<file path="src/logic/ribs_pkg.sv">
// Constants and types shared by the reply input buffer staging block.
// Assumes a single 40 MHz clock and an active-low asynchronous reset.
//
// Notes on behaviour
// - Sixteen-entry, seventeen-bit buffer with two pointers.
// - Reset command zeroes pointers, flags, sequencers.
// - Read-status command drives status word out.
// - Status bit zero means buffer not full.
// - Full when nine or fewer free slots.
// - Empty when read pointer equals write pointer.
// - Write sequencer idles while empty, no write.
// - Load writes four or six words, advances pointer.
// - Load-four word fills four stage-one registers.
// - Pending write finishes before next sequencer state.
// - Load-six word goes straight to payload register.
// - Move needs one full, two empty, no end.
// - Load-type tag travels with each word.
// - Tag one copies whole stage; zero copies payload.
// - Transfer sets stage-two flag, clears stage-one flag.
// - Control words held during reply; load-six touches payload.
// - Short Mode S replies drop three unused words.
// - Assembler clears stage-two flag after each word.
// - End of short reply clears both, skips location.
package ribs_pkg;

  // ==========================================================================
  // Buffer geometry and status layout
  localparam int unsigned RIBS_DATA_W     = 16;
  localparam int unsigned RIBS_ENTRY_W    = RIBS_DATA_W + 1;
  localparam int unsigned RIBS_DEPTH      = 16;
  localparam int unsigned RIBS_PTR_W      = 4;
  localparam int unsigned RIBS_TAG_BIT    = 16;
  localparam int unsigned RIBS_FULL_FREE  = 9;
  localparam logic [2:0]  RIBS_LOAD4_LEN  = 3'h4;
  localparam logic [2:0]  RIBS_LOAD6_LEN  = 3'h6;
  localparam int unsigned RIBS_STAT_W     = 16;
  localparam int unsigned RIBS_STAT_READY = 0;
  localparam int unsigned RIBS_STAT_EMPTY = 1;
  localparam int unsigned RIBS_STAT_S1    = 2;
  localparam int unsigned RIBS_STAT_S2    = 3;
  localparam logic [RIBS_PTR_W-1:0] RIBS_PTR_RESET = 4'h0;

  // ==========================================================================
  // Sequencer states
  typedef enum logic [2:0] {
    RIBS_W_IDLE,
    RIBS_W_TIME,
    RIBS_W_ANGLE,
    RIBS_W_KIND,
    RIBS_W_PAYLOAD,
    RIBS_W_WRITE
  } ribs_wseq_e;

  typedef enum logic [1:0] {
    RIBS_T_IDLE,
    RIBS_T_SKIP,
    RIBS_T_PAYLOAD,
    RIBS_T_WHOLE
  } ribs_tseq_e;

endpackage

</file>
<file path="src/logic/ribs_buffer_mem.sv">
// Sixteen-word reply buffer storage with one write and one read port.
// Assumes pointers are kept by the instantiating module.
`timescale 1ns/1ps

module ribs_buffer_mem
  import ribs_pkg::*;
#(
  parameter int unsigned WIDTH = RIBS_ENTRY_W,
  parameter int unsigned DEPTH = RIBS_DEPTH,
  parameter int unsigned AW    = RIBS_PTR_W
)
(
  input  wire logic             clock,   // System clock.
  input  wire logic             wr_en,   // Write strobe.
  input  wire logic [AW-1:0]    wr_addr, // Write location.
  input  wire logic [WIDTH-1:0] wr_data, // Tagged word in.
  input  wire logic [AW-1:0]    rd_addr, // Read location.
  output logic      [WIDTH-1:0] rd_data  // Tagged word out.
);

  logic [WIDTH-1:0] mem [DEPTH];

  always_ff @(posedge clock)
  begin
    if (wr_en)
    begin
      mem[wr_addr] <= wr_data;
    end
  end

  assign rd_data = mem[rd_addr];

endmodule

</file>
<file path="src/logic/ribs_level.sv">
// Fill-level decoder turning the two buffer pointers into full and empty.
// Assumes both pointers are on the same clock.
`timescale 1ns/1ps

module ribs_level
  import ribs_pkg::*;
(
  input  wire logic [RIBS_PTR_W-1:0] rd_ptr,   // Read pointer.
  input  wire logic [RIBS_PTR_W-1:0] wr_ptr,   // Write pointer.
  output logic                       is_empty, // Pointers equal.
  output logic                       is_full   // Too little room.
);

  logic [RIBS_PTR_W-1:0] used;
  logic [RIBS_PTR_W:0]   free;

  always_comb
  begin
    used     = wr_ptr - rd_ptr;
    free     = (RIBS_PTR_W+1)'(RIBS_DEPTH) - {1'b0, used};
    is_empty = (rd_ptr == wr_ptr);
    is_full  = (free <= (RIBS_PTR_W+1)'(RIBS_FULL_FREE)) && !is_empty;
  end

endmodule

</file>
<file path="src/logic/ribs_stage.sv">
// Reply input staging: buffer writes from load commands, two hold stages,
// the write and transfer sequencers and the status word.
// Assumes command strobes are one-cycle pulses decoded on this clock.
`timescale 1ns/1ps

module ribs_stage
  import ribs_pkg::*;
(
  input  wire logic                   clock,          // 40 MHz system clock.
  input  wire logic                   rst_b,          // Async reset, low.
  input  wire logic                   cmd_reset,      // Decoded reset command.
  input  wire logic                   cmd_status,     // Decoded read-status command.
  input  wire logic                   cmd_load4,      // Decoded load-four command.
  input  wire logic                   cmd_load6,      // Decoded load-six command.
  input  wire logic                   word_valid,     // Data word present.
  input  wire logic [RIBS_DATA_W-1:0] word_data,      // Data word.
  input  wire logic                   end_of_reply,   // Assembler end flag.
  input  wire logic                   stage_two_done, // Word sent, free stage two.
  output logic [RIBS_STAT_W-1:0]      status_word,    // Status return bus.
  output logic                        status_valid,   // Status word strobe.
  output logic [RIBS_DATA_W-1:0]      out_reply_time, // Stage two reply time.
  output logic [RIBS_DATA_W-1:0]      out_power_angle,// Stage two power/angle.
  output logic [RIBS_DATA_W-1:0]      out_reply_kind, // Stage two reply type.
  output logic [RIBS_DATA_W-1:0]      out_payload,    // Stage two data word.
  output logic                        out_tag,        // Stage two load tag.
  output logic                        out_full        // Stage two full flag.
);

  // ==========================================================================
  // Pointers, storage and level
  logic [RIBS_PTR_W-1:0]   buffer_read_pointer;
  logic [RIBS_PTR_W-1:0]   buffer_write_pointer;
  logic [RIBS_ENTRY_W-1:0] rd_word;
  logic                    buf_empty;
  logic                    buf_full;
  logic [2:0]              words_left;
  logic                    load_tag;
  logic                    wr_en;
  logic                    rd_adv;

  // Words beyond the count armed by the last load command are ignored.
  assign wr_en = word_valid && (words_left != 3'h0);

  ribs_buffer_mem i_ribs_buffer_mem (
    .clock   (clock),
    .wr_en   (wr_en),
    .wr_addr (buffer_write_pointer),
    .wr_data ({load_tag, word_data}),
    .rd_addr (buffer_read_pointer),
    .rd_data (rd_word)
  );

  ribs_level i_ribs_level (
    .rd_ptr   (buffer_read_pointer),
    .wr_ptr   (buffer_write_pointer),
    .is_empty (buf_empty),
    .is_full  (buf_full)
  );

  // ==========================================================================
  // Buffer write logic
  always_ff @(posedge clock or negedge rst_b)
  begin
    if (!rst_b)
    begin
      words_left <= 3'h0;
      load_tag   <= 1'b0;
    end
    else if (cmd_reset)
    begin
      words_left <= 3'h0;
    end
    else if (cmd_load4)
    begin
      words_left <= RIBS_LOAD4_LEN;
      load_tag   <= 1'b1;
    end
    else if (cmd_load6)
    begin
      words_left <= RIBS_LOAD6_LEN;
      load_tag   <= 1'b0;
    end
    else if (wr_en)
    begin
      words_left <= words_left - 3'h1;
    end
  end

  always_ff @(posedge clock or negedge rst_b)
  begin
    if (!rst_b)
    begin
      buffer_write_pointer <= RIBS_PTR_RESET;
    end
    else if (cmd_reset)
    begin
      buffer_write_pointer <= RIBS_PTR_RESET;
    end
    else if (wr_en)
    begin
      buffer_write_pointer <= buffer_write_pointer + 4'h1;
    end
  end

  // ==========================================================================
  // Write sequencer: buffer to stage one
  ribs_wseq_e wstate;
  ribs_wseq_e next_wstate;
  logic       writing;
  logic [RIBS_DATA_W-1:0] stage_one_reply_time_reg;
  logic [RIBS_DATA_W-1:0] stage_one_power_angle_reg;
  logic [RIBS_DATA_W-1:0] stage_one_reply_kind_reg;
  logic [RIBS_DATA_W-1:0] stage_one_payload_reg;
  logic                   stage_one_tag;
  logic                   stage_one_full;
  logic                   stage_two_full;
  logic                   s1_load;
  logic                   s1_clear;
  logic                   skip_read;

  assign writing = (words_left != 3'h0) || cmd_load4 || cmd_load6;

  always_comb
  begin
    next_wstate = wstate;
    unique case (wstate)
      RIBS_W_IDLE:
      begin
        if (writing)
          next_wstate = RIBS_W_WRITE;
        else if (!buf_empty && !stage_one_full && !s1_clear)
          next_wstate = rd_word[RIBS_TAG_BIT] ? RIBS_W_TIME : RIBS_W_PAYLOAD;
        else
          next_wstate = RIBS_W_IDLE;
      end
      RIBS_W_TIME:    next_wstate = writing ? RIBS_W_TIME  : RIBS_W_ANGLE;
      RIBS_W_ANGLE:   next_wstate = writing ? RIBS_W_ANGLE : RIBS_W_KIND;
      RIBS_W_KIND:    next_wstate = writing ? RIBS_W_KIND  : RIBS_W_PAYLOAD;
      RIBS_W_PAYLOAD: next_wstate = writing ? RIBS_W_PAYLOAD : RIBS_W_IDLE;
      RIBS_W_WRITE:   next_wstate = writing ? RIBS_W_WRITE : RIBS_W_IDLE;
    endcase
  end

  always_ff @(posedge clock or negedge rst_b)
  begin
    if (!rst_b)
    begin
      wstate <= RIBS_W_IDLE;
    end
    else if (cmd_reset)
    begin
      wstate <= RIBS_W_IDLE;
    end
    else
    begin
      wstate <= next_wstate;
    end
  end

  // A word is consumed in a loading state only when no write is pending.
  logic s1_take;
  assign s1_take = !writing && (wstate inside {RIBS_W_TIME, RIBS_W_ANGLE, RIBS_W_KIND, RIBS_W_PAYLOAD});
  assign s1_load = s1_take && (wstate == RIBS_W_PAYLOAD);

  always_ff @(posedge clock or negedge rst_b)
  begin
    if (!rst_b)
    begin
      stage_one_reply_time_reg  <= 16'h0000;
      stage_one_power_angle_reg <= 16'h0000;
      stage_one_reply_kind_reg  <= 16'h0000;
      stage_one_payload_reg     <= 16'h0000;
      stage_one_tag             <= 1'b0;
    end
    else if (s1_take)
    begin
      unique case (wstate)
        RIBS_W_TIME:  stage_one_reply_time_reg  <= rd_word[RIBS_DATA_W-1:0];
        RIBS_W_ANGLE: stage_one_power_angle_reg <= rd_word[RIBS_DATA_W-1:0];
        RIBS_W_KIND:  stage_one_reply_kind_reg  <= rd_word[RIBS_DATA_W-1:0];
        default:
        begin
          stage_one_payload_reg <= rd_word[RIBS_DATA_W-1:0];
          stage_one_tag         <= rd_word[RIBS_TAG_BIT];
        end
      endcase
    end
  end

  // ==========================================================================
  // Transfer sequencer: stage one to stage two
  ribs_tseq_e tstate;
  ribs_tseq_e next_tstate;

  // A finished short reply is tested first, so its skip wins over a move.
  always_comb
  begin
    next_tstate = RIBS_T_IDLE;
    if (tstate == RIBS_T_IDLE)
    begin
      if (stage_one_full && stage_two_full && !stage_one_tag && !out_tag && end_of_reply)
        next_tstate = RIBS_T_SKIP;
      else if (stage_one_full && !stage_two_full && !end_of_reply)
        next_tstate = stage_one_tag ? RIBS_T_WHOLE : RIBS_T_PAYLOAD;
    end
  end

  always_ff @(posedge clock or negedge rst_b)
  begin
    if (!rst_b)
    begin
      tstate <= RIBS_T_IDLE;
    end
    else if (cmd_reset)
    begin
      tstate <= RIBS_T_IDLE;
    end
    else
    begin
      tstate <= next_tstate;
    end
  end

  assign s1_clear  = (tstate != RIBS_T_IDLE);
  assign skip_read = (tstate == RIBS_T_SKIP) && !buf_empty;
  assign rd_adv    = s1_take || skip_read;

  // The read pointer moves once per word taken into stage one or skipped.
  always_ff @(posedge clock or negedge rst_b)
  begin
    if (!rst_b)
    begin
      buffer_read_pointer <= RIBS_PTR_RESET;
    end
    else if (cmd_reset)
    begin
      buffer_read_pointer <= RIBS_PTR_RESET;
    end
    else if (rd_adv)
    begin
      buffer_read_pointer <= buffer_read_pointer + 4'h1;
    end
  end

  always_ff @(posedge clock or negedge rst_b)
  begin
    if (!rst_b)
    begin
      stage_one_full <= 1'b0;
    end
    else if (cmd_reset)
    begin
      stage_one_full <= 1'b0;
    end
    else if (s1_load)
    begin
      stage_one_full <= 1'b1;
    end
    else if (s1_clear)
    begin
      stage_one_full <= 1'b0;
    end
  end

  // Stage two flag: a transfer setting it wins over the assembler clear.
  always_ff @(posedge clock or negedge rst_b)
  begin
    if (!rst_b)
    begin
      stage_two_full <= 1'b0;
    end
    else if (cmd_reset)
    begin
      stage_two_full <= 1'b0;
    end
    else if (tstate == RIBS_T_WHOLE || tstate == RIBS_T_PAYLOAD)
    begin
      stage_two_full <= 1'b1;
    end
    else if (tstate == RIBS_T_SKIP || stage_two_done)
    begin
      stage_two_full <= 1'b0;
    end
  end

  assign out_full = stage_two_full;

  // A reset command in a transfer cycle cancels the copy into stage two.
  always_ff @(posedge clock or negedge rst_b)
  begin
    if (!rst_b)
    begin
      out_reply_time  <= 16'h0000;
      out_power_angle <= 16'h0000;
      out_reply_kind  <= 16'h0000;
    end
    else if (tstate == RIBS_T_WHOLE && !cmd_reset)
    begin
      out_reply_time  <= stage_one_reply_time_reg;
      out_power_angle <= stage_one_power_angle_reg;
      out_reply_kind  <= stage_one_reply_kind_reg;
    end
  end

  always_ff @(posedge clock or negedge rst_b)
  begin
    if (!rst_b)
    begin
      out_payload <= 16'h0000;
      out_tag     <= 1'b0;
    end
    else if ((tstate == RIBS_T_WHOLE || tstate == RIBS_T_PAYLOAD) && !cmd_reset)
    begin
      out_payload <= stage_one_payload_reg;
      out_tag     <= stage_one_tag;
    end
  end

  // ==========================================================================
  // Status return
  // The word is captured as the command is seen and stands until the next one.
  always_ff @(posedge clock or negedge rst_b)
  begin
    if (!rst_b)
    begin
      status_word  <= 16'h0000;
      status_valid <= 1'b0;
    end
    else
    begin
      status_valid <= cmd_status;
      if (cmd_status)
      begin
        status_word                  <= 16'h0000;
        status_word[RIBS_STAT_READY] <= !buf_full;
        status_word[RIBS_STAT_EMPTY] <= buf_empty;
        status_word[RIBS_STAT_S1]    <= stage_one_full;
        status_word[RIBS_STAT_S2]    <= stage_two_full;
      end
    end
  end

endmodule

</file>
<file path="config.mk">
export PLATFORM = sky130hd
export DESIGN_NAME = ribs_stage
export DESIGN_NICKNAME = d
export VERILOG_FILES = /design/src/logic/ribs_pkg.sv /design/src/logic/ribs_buffer_mem.sv /design/src/logic/ribs_level.sv /design/src/logic/ribs_stage.sv
export SDC_FILE = /design/constraint.sdc
export NUM_CORES = 1
export LEC_CHECK = 0
export ABC_CLOCK_PERIOD_IN_PS = 3950
export BUFFER_PORTS_ARGS = -buffer_cell sky130_fd_sc_hd__clkbuf_2
export CORE_MARGIN = 2
export CORE_UTILIZATION = 54
export DETAILED_ROUTE_END_ITERATION = 10
export PLACE_DENSITY = 0.69
export SYNTH_ARGS = -nofsm -noshare
export SYNTH_HDL_FRONTEND = slang
export SYNTH_SLANG_ARGS = --single-unit
export TNS_END_PERCENT = 100
</file>
<file path="constraint.sdc">
create_clock -name clock -period 3.95 [get_ports clock]
set_input_delay 0 -clock clock [delete_from_list [all_inputs] [get_ports clock]]
set_output_delay 0 -clock clock [all_outputs]
set_load 0.01 [all_outputs]
</file>
[Word-level counts from Yosys, hierarchy flattened]
Memories as Yosys holds them, arrays and structs flattened.
Cells that the tools add are included.
W data, S select, Z words.
Operators by class
  $lt $le $gt $ge: 1
  reductions and logical operators: 47
  bitwise operators: 2
  equal/unequal tests: 9
  $add $sub $neg: 5
  mux-type cells: 33
Operators with widths (number)
  $mux W3: 11
  $pmux W3 S6: 1
  $mux W4: 4
  $logic_and A1 B1 Y1: 15
  $mux W1: 12
  $logic_not A1 Y1: 10
  $mux W2: 5
  $reduce_and A2 Y1: 5
  $reduce_bool A3 Y1: 3
  $add A4 B1 Y4 const B: 2
  $reduce_bool A2 Y1: 4
  $reduce_bool A4 Y1: 2
  $eq A3 B2 Y1 const B: 2
  $eq A3 B3 Y1 const B: 2
  $le A5 B4 Y1 const B: 1
  $logic_or A1 B1 Y1: 5
  $sub A5 B4 Y5 const A: 1
  $eq A2 B2 Y1 const B: 2
  $eq A4 B4 Y1: 1
  $sub A4 B4 Y4: 1
  $eq A3 B1 Y1 const B: 1
  $logic_not A3 Y1: 1
  $reduce_or A3 Y1: 1
  $sub A3 B1 Y3 const B: 1
  3 further kinds: 4
Word-level totals
  word-level logic and storage cells: 118
  output and inout port bits: 83
  memories kept: 1
  input bits: 25
  flip-flop bits (word level): 154
  memory bits (writable): 272
Memory list
  i_ribs_buffer_mem.mem: depth 16, width 17, read ports 1, clocked after Yosys merged registers in 0, write ports 1, line ribs_buffer_mem.sv:21  | logic [WIDTH-1:0] mem [DEPTH];

[Depth between registers and ports, before layout]
  word-level depth: 8
  depth in mapped cells: 10
  gate-level depth less buffers: 10

[Cells and area by module]
Synthesis repeated with hierarchy kept, for this count alone.
Second synthesis, totals
  cell total of the unflattened synthesis: 874
  area, all modules: 16628.4 um^2
Modules (own cells, without submodules)
  ribs_buffer_mem: instances 1, area an instance 10297.4 um^2, cells an instance 441, sequential area each 8167.8 um^2
  ribs_stage: instances 1, area an instance 6120.9 um^2, cells an instance 405, sequential area each 3853.7 um^2
  ribs_level: instances 1, area an instance 210.2 um^2, cells an instance 28, sequential area each 0.0 um^2

[Worst setup path after synthesis]
No wires, ideal clock.
  kind: reg2reg
  start point: reg words_left[0]
  end point: mem i_ribs_buffer_mem.mem[0][0] (netlist name) (enable)
  arrival time: 2.390 ns
  path slack: 1.148 ns
  required time: 3.538 ns
  period minus slack after synthesis: 2.802 ns
  cell stages (with the launch flop): 7
  buffers on the path: 1
  library setup time: 0.412 ns
  path through: dfrtp_1 inv_1 ha_1 a21boi_0 buf_2 nand2_1 nor3_1
On the way
  longest elaborated chain between the ends: 4
Ends and longest elaborated chain
  start: declaration: line ribs_stage.sv:36  | logic [2:0] words_left;
  start signal: assignment: line ribs_stage.sv:85  | words_left <= words_left - 3'h1;
  $reduce_bool A3 Y1: line ribs_stage.sv:42  | assign wr_en = word_valid && (words_left != 3'h0);
  $logic_and A1 B1 Y1: line ribs_stage.sv:42
  $mux W1: line ribs_buffer_mem.sv:25  | if (wr_en)
  $mux W1 (implied by the code): line ribs_buffer_mem.sv:27  | mem[wr_addr] <= wr_data;
  end: declaration: line ribs_buffer_mem.sv:21
No other way between the ends.

[Final worst setup path]
  start point: reg buffer_read_pointer[2]
  end point: reg stage_one_reply_time_reg[11]
On the way
  longest elaborated chain between the ends: 1
Ends and longest elaborated chain
  start: declaration: line ribs_stage.sv:31  | logic [RIBS_PTR_W-1:0] buffer_read_pointer;
  start signal: assignment: line ribs_stage.sv:241  | buffer_read_pointer <= buffer_read_pointer + 4'h1;
  $mem_v2 Z16 W17
  end signal: assignment: line ribs_stage.sv:178  | RIBS_W_TIME: stage_one_reply_time_reg <= rd_word[RIBS_DATA_W-1:0];
  end: declaration: line ribs_stage.sv:110  | logic [RIBS_DATA_W-1:0] stage_one_reply_time_reg;
No other way between the ends.
A chain may end at the register's enable or synchronous reset.

==> results.ini <==
[yosys]
ys_seq_elements = 426
synth_area_um2 = 16800
synth-adder-area-share_pct = 1.02
yosysSeqAreaShare_pct = 71.7
synth_top_family_by_area = multiplexers
synth_cells = 1015
synthMuxAreaShare_pct = 14.1
yosys.area.top_type = edfxtp_1
synth_top_area_share_pct = 48.7
synth_edf_count = 272
synthSimpleGateAreaFrac_pct = 5.46
synthTopCellsByArea = edfxtp_1 49%, dfrtp_1 23%, mux4_2 8.9%, mux2_2 4.6%, nand2_1 3.4%
synth_xor_area_share_pct = 0.470
synth-compound-area-share_pct = 4.55
syn_avg_cell_area_um2 = 16.5
synth_warnings = 0
ys.flop_type = edfxtp_1
async_flop_share_pct = 36.2
yosysUniqueCellTypes = 55

[sta]
max_freq_mhz = 396
tightest_slew_ns = 0.980
period_needed_ns = 2.52
drv_slew = 0
hold_violations = 0
clock_skew_ns = 0.0150
finalWorstSetupSlack_ns = 1.43
rsz0062_at_grt = no
relSlewSlack_pct = 34.6
setup_tns_ns = 0
setup_viol = 0
finalCritPeriodShare_pct = 63.9

[floorplan]
ioPinCount = 108
start_util_pct = 54.8
die_width_um = 180
core_area_um2 = 30600
die_y_um = 180
dieArea_um2 = 32500
rows = 64

[flow_run]
drv_cap = 0

[place]
dpl.hpwl_um = 20400
portBuffers = 95
gp_congestion = 0.733
pre_cts_ws_ns = 1.41
dpl_cell_area_um2 = 17700
placed_cells = 1481

[clocking]
root_buffer = clkbuf_16
clkSinkCount = 426
cts_buffers = 43
post-cts-setup-buffers = 0
htree_levels = 2
clkLatencyLatePin_ns = 0.53
clk_path_buf_depth = 3
cts.clk_slew.worst_paths_ns = 0.06
cts_tree = built

[global_route]
first_global_vias = 9437
grt_max_degree = 105
grt_pass1_wl_um = 55600
antenna_found_initial = 0
grt-ovfl-total = 0
grt_usage_pct = 22.4

[min_path]
hold_start = word_valid
hold_class = in2reg

[route]
vias_per_cell = 5.69
wl_um = 35400
avgRoutedWirePerCell_um = 22.3
drc_errors = 0
drt_iter0_markers = 967
first_pass_iters = 4
drtAntennaViolNets = 0
vias = 9025

[final_layout]
fin_cells = 1586
final_area_um2 = 19400
largest_reg_flops = 272
insertedDiodeCount = 0
fill_cells = 2189
drive_gt1_share_pct = 31.0
multi_input_area_um2 = 4380
syn_to_final_growth_pct = 15.7
layout.nets = 1195
ff_latch_area_um2 = 12000
regMostFlops = i_ribs_buffer_mem.mem

[run_status]
status = completed

[pwr]
power.total_mw = 9.78
p_leak_nw = 7.60
ir_worst_vdd_mv = 0.397
p_per_area_nw_per_um2 = 504

[worst_setup_path]
start_kind = register
critPathMaxFanout = 32
critPathRequiredTime_ns = 4.35
crit_arrival_ns = 2.92
crit_type = reg2reg
critPathCaptureType = register
reg2reg_from = buffer_read_pointer[2]
cp-startpoint = buffer_read_pointer[2]

==> per-stage QoR <==
| stage | utilization (%) | hold WS (ns) |
|---|---|---|
| 6_report | 63.4 | 0.0453 |
| 5_1_grt | 63.4 | 0.0861 |
| 3_5_place_dp | 57.8 | 0.191 |
| 4_1_cts | 63.4 | 0.0314 |
| 2_1_floorplan | - | -0.296 |
| 3_3_place_gp | 57.8 | 0.190 |
==> cell usage after synthesis (2+ instances only) <==
library cell  count
edfxtp_1        272
dfrtp_1         154
nand2_1         154
mux2_2           69
mux4_2           66
o21ai_1          60
a21oi_1          26
clkbuf_1         26
nor2_1           26
buf_2            17
a21oi_2          15
buf_4            14
inv_1            14
ha_1             12
nor3_1            8
o21ai_0           7
xnor2_1           5
mux2i_1           4
nand2b_1          4
nand3_1           4
o21ai_2           4
xor2_1            4
buf_1             3
buf_12            3
buf_6             3
nor4_1            3
a211oi_1          2
a21boi_0          2
a21o_1            2
a31oi_1           2
and3_1            2
mux4_1            2
nand3b_1          2
nand4_1           2
nor3b_1           2
==> report_power, final <==
part | switching, mW | internal, mW | total (mW)
registers | 0.142 | 4.97 | 5.11
clock network | 1.64 | 2.44 | 4.07
logic | 0.349 | 0.247 | 0.595
==> per-layer routing <==
metal  track usage (%)  up-vias  wire length [um]
met2              36.5      259             17500
met1              32.1     4661             15300
met5                 0        -                 0
li1                  -     4053                 -
met4              5.90        0               678
met3              3.46       52              1910
==> worst max-delay path, cell delays in order (launching register included) <==
cell and delay (ns):
dfrtp_2 0.91, buf_4 0.41, mux4_2 0.33, nand2_1 0.08, a21oi_1 0.09, a21oi_2 0.38
o21ai_1 0.15
==> cell usage in the layout (no fill, tap or decap), types with 5 or more instances in the layout <==
master / n
edfxtp_1: 272
nand2_1: 154
dfrtp_1: 152
clkbuf_2: 94
mux2_2: 69
mux4_2: 66
o21ai_1: 60
clkbuf_16: 43
buf_4: 28
dlygate4sd3_1: 27
a21oi_1: 26
a21oi_2: 15
inv_1: 14
nor2_1: 14
nor2_2: 12
ha_1: 12
conb_1: 12
clkinv_1: 8
o21ai_0: 7
clkinv_2: 6
clkbuf_8: 6
clkbuf_1: 6
xnor2_1: 5
nor3_2: 5
bufinv_16: 5
==> path summary, 6_finish.rpt <==
| kind | end | slack [ns] | depth (start not counted) |
|---|---|---|---|
| worst max-delay path | stage_one_reply_time_reg[11] | 1.43 | 6 |
| worst min-delay path | buffer_write_pointer[0] | 0.05 | 5 |
| worst max register to register | stage_one_reply_time_reg[11] | 1.43 | 6 |
| worst min register to register | stage_one_reply_time_reg[0] | 0.48 | 2 |
| max in group asynchronous | stage_one_payload_reg[4] | 2.77 | 3 |
| min in group asynchronous | status_word[3] | 0.14 | 2 |
==> kinds of logic (layout without fill, tap and decap cells) <==
group,count (synthesis),after routing
other,1,12
xor gates and xnor gates,9,9
and+or+nand+nor,216,216
DFF,426,426
muxes,141,141
adders and majority gates,13,13
buffers and inverters,82,246
AOI/OAI and AO/OA,127,127
==> area by class of cell <==
type | instances | share of cell area (%)
Inverter | 16 | 0.310
Tap cell | 396 | 2.56
Timing Repair Buffer | 152 | 5.17
Clock inverter | 23 | 1.26
Clock buffer | 55 | 6.09
Multi-Input combinational cell | 518 | 22.6
Sequential cell | 426 | 62.0
==> repair_timing <==
item,4_1_cts,5_1_grt
gates resized for setup,0,0
endpoints found under the setup margin,0,0
hold endpoints to repair,380,0
hold buffers,27,0
Power figures use the tool's default switching activity.
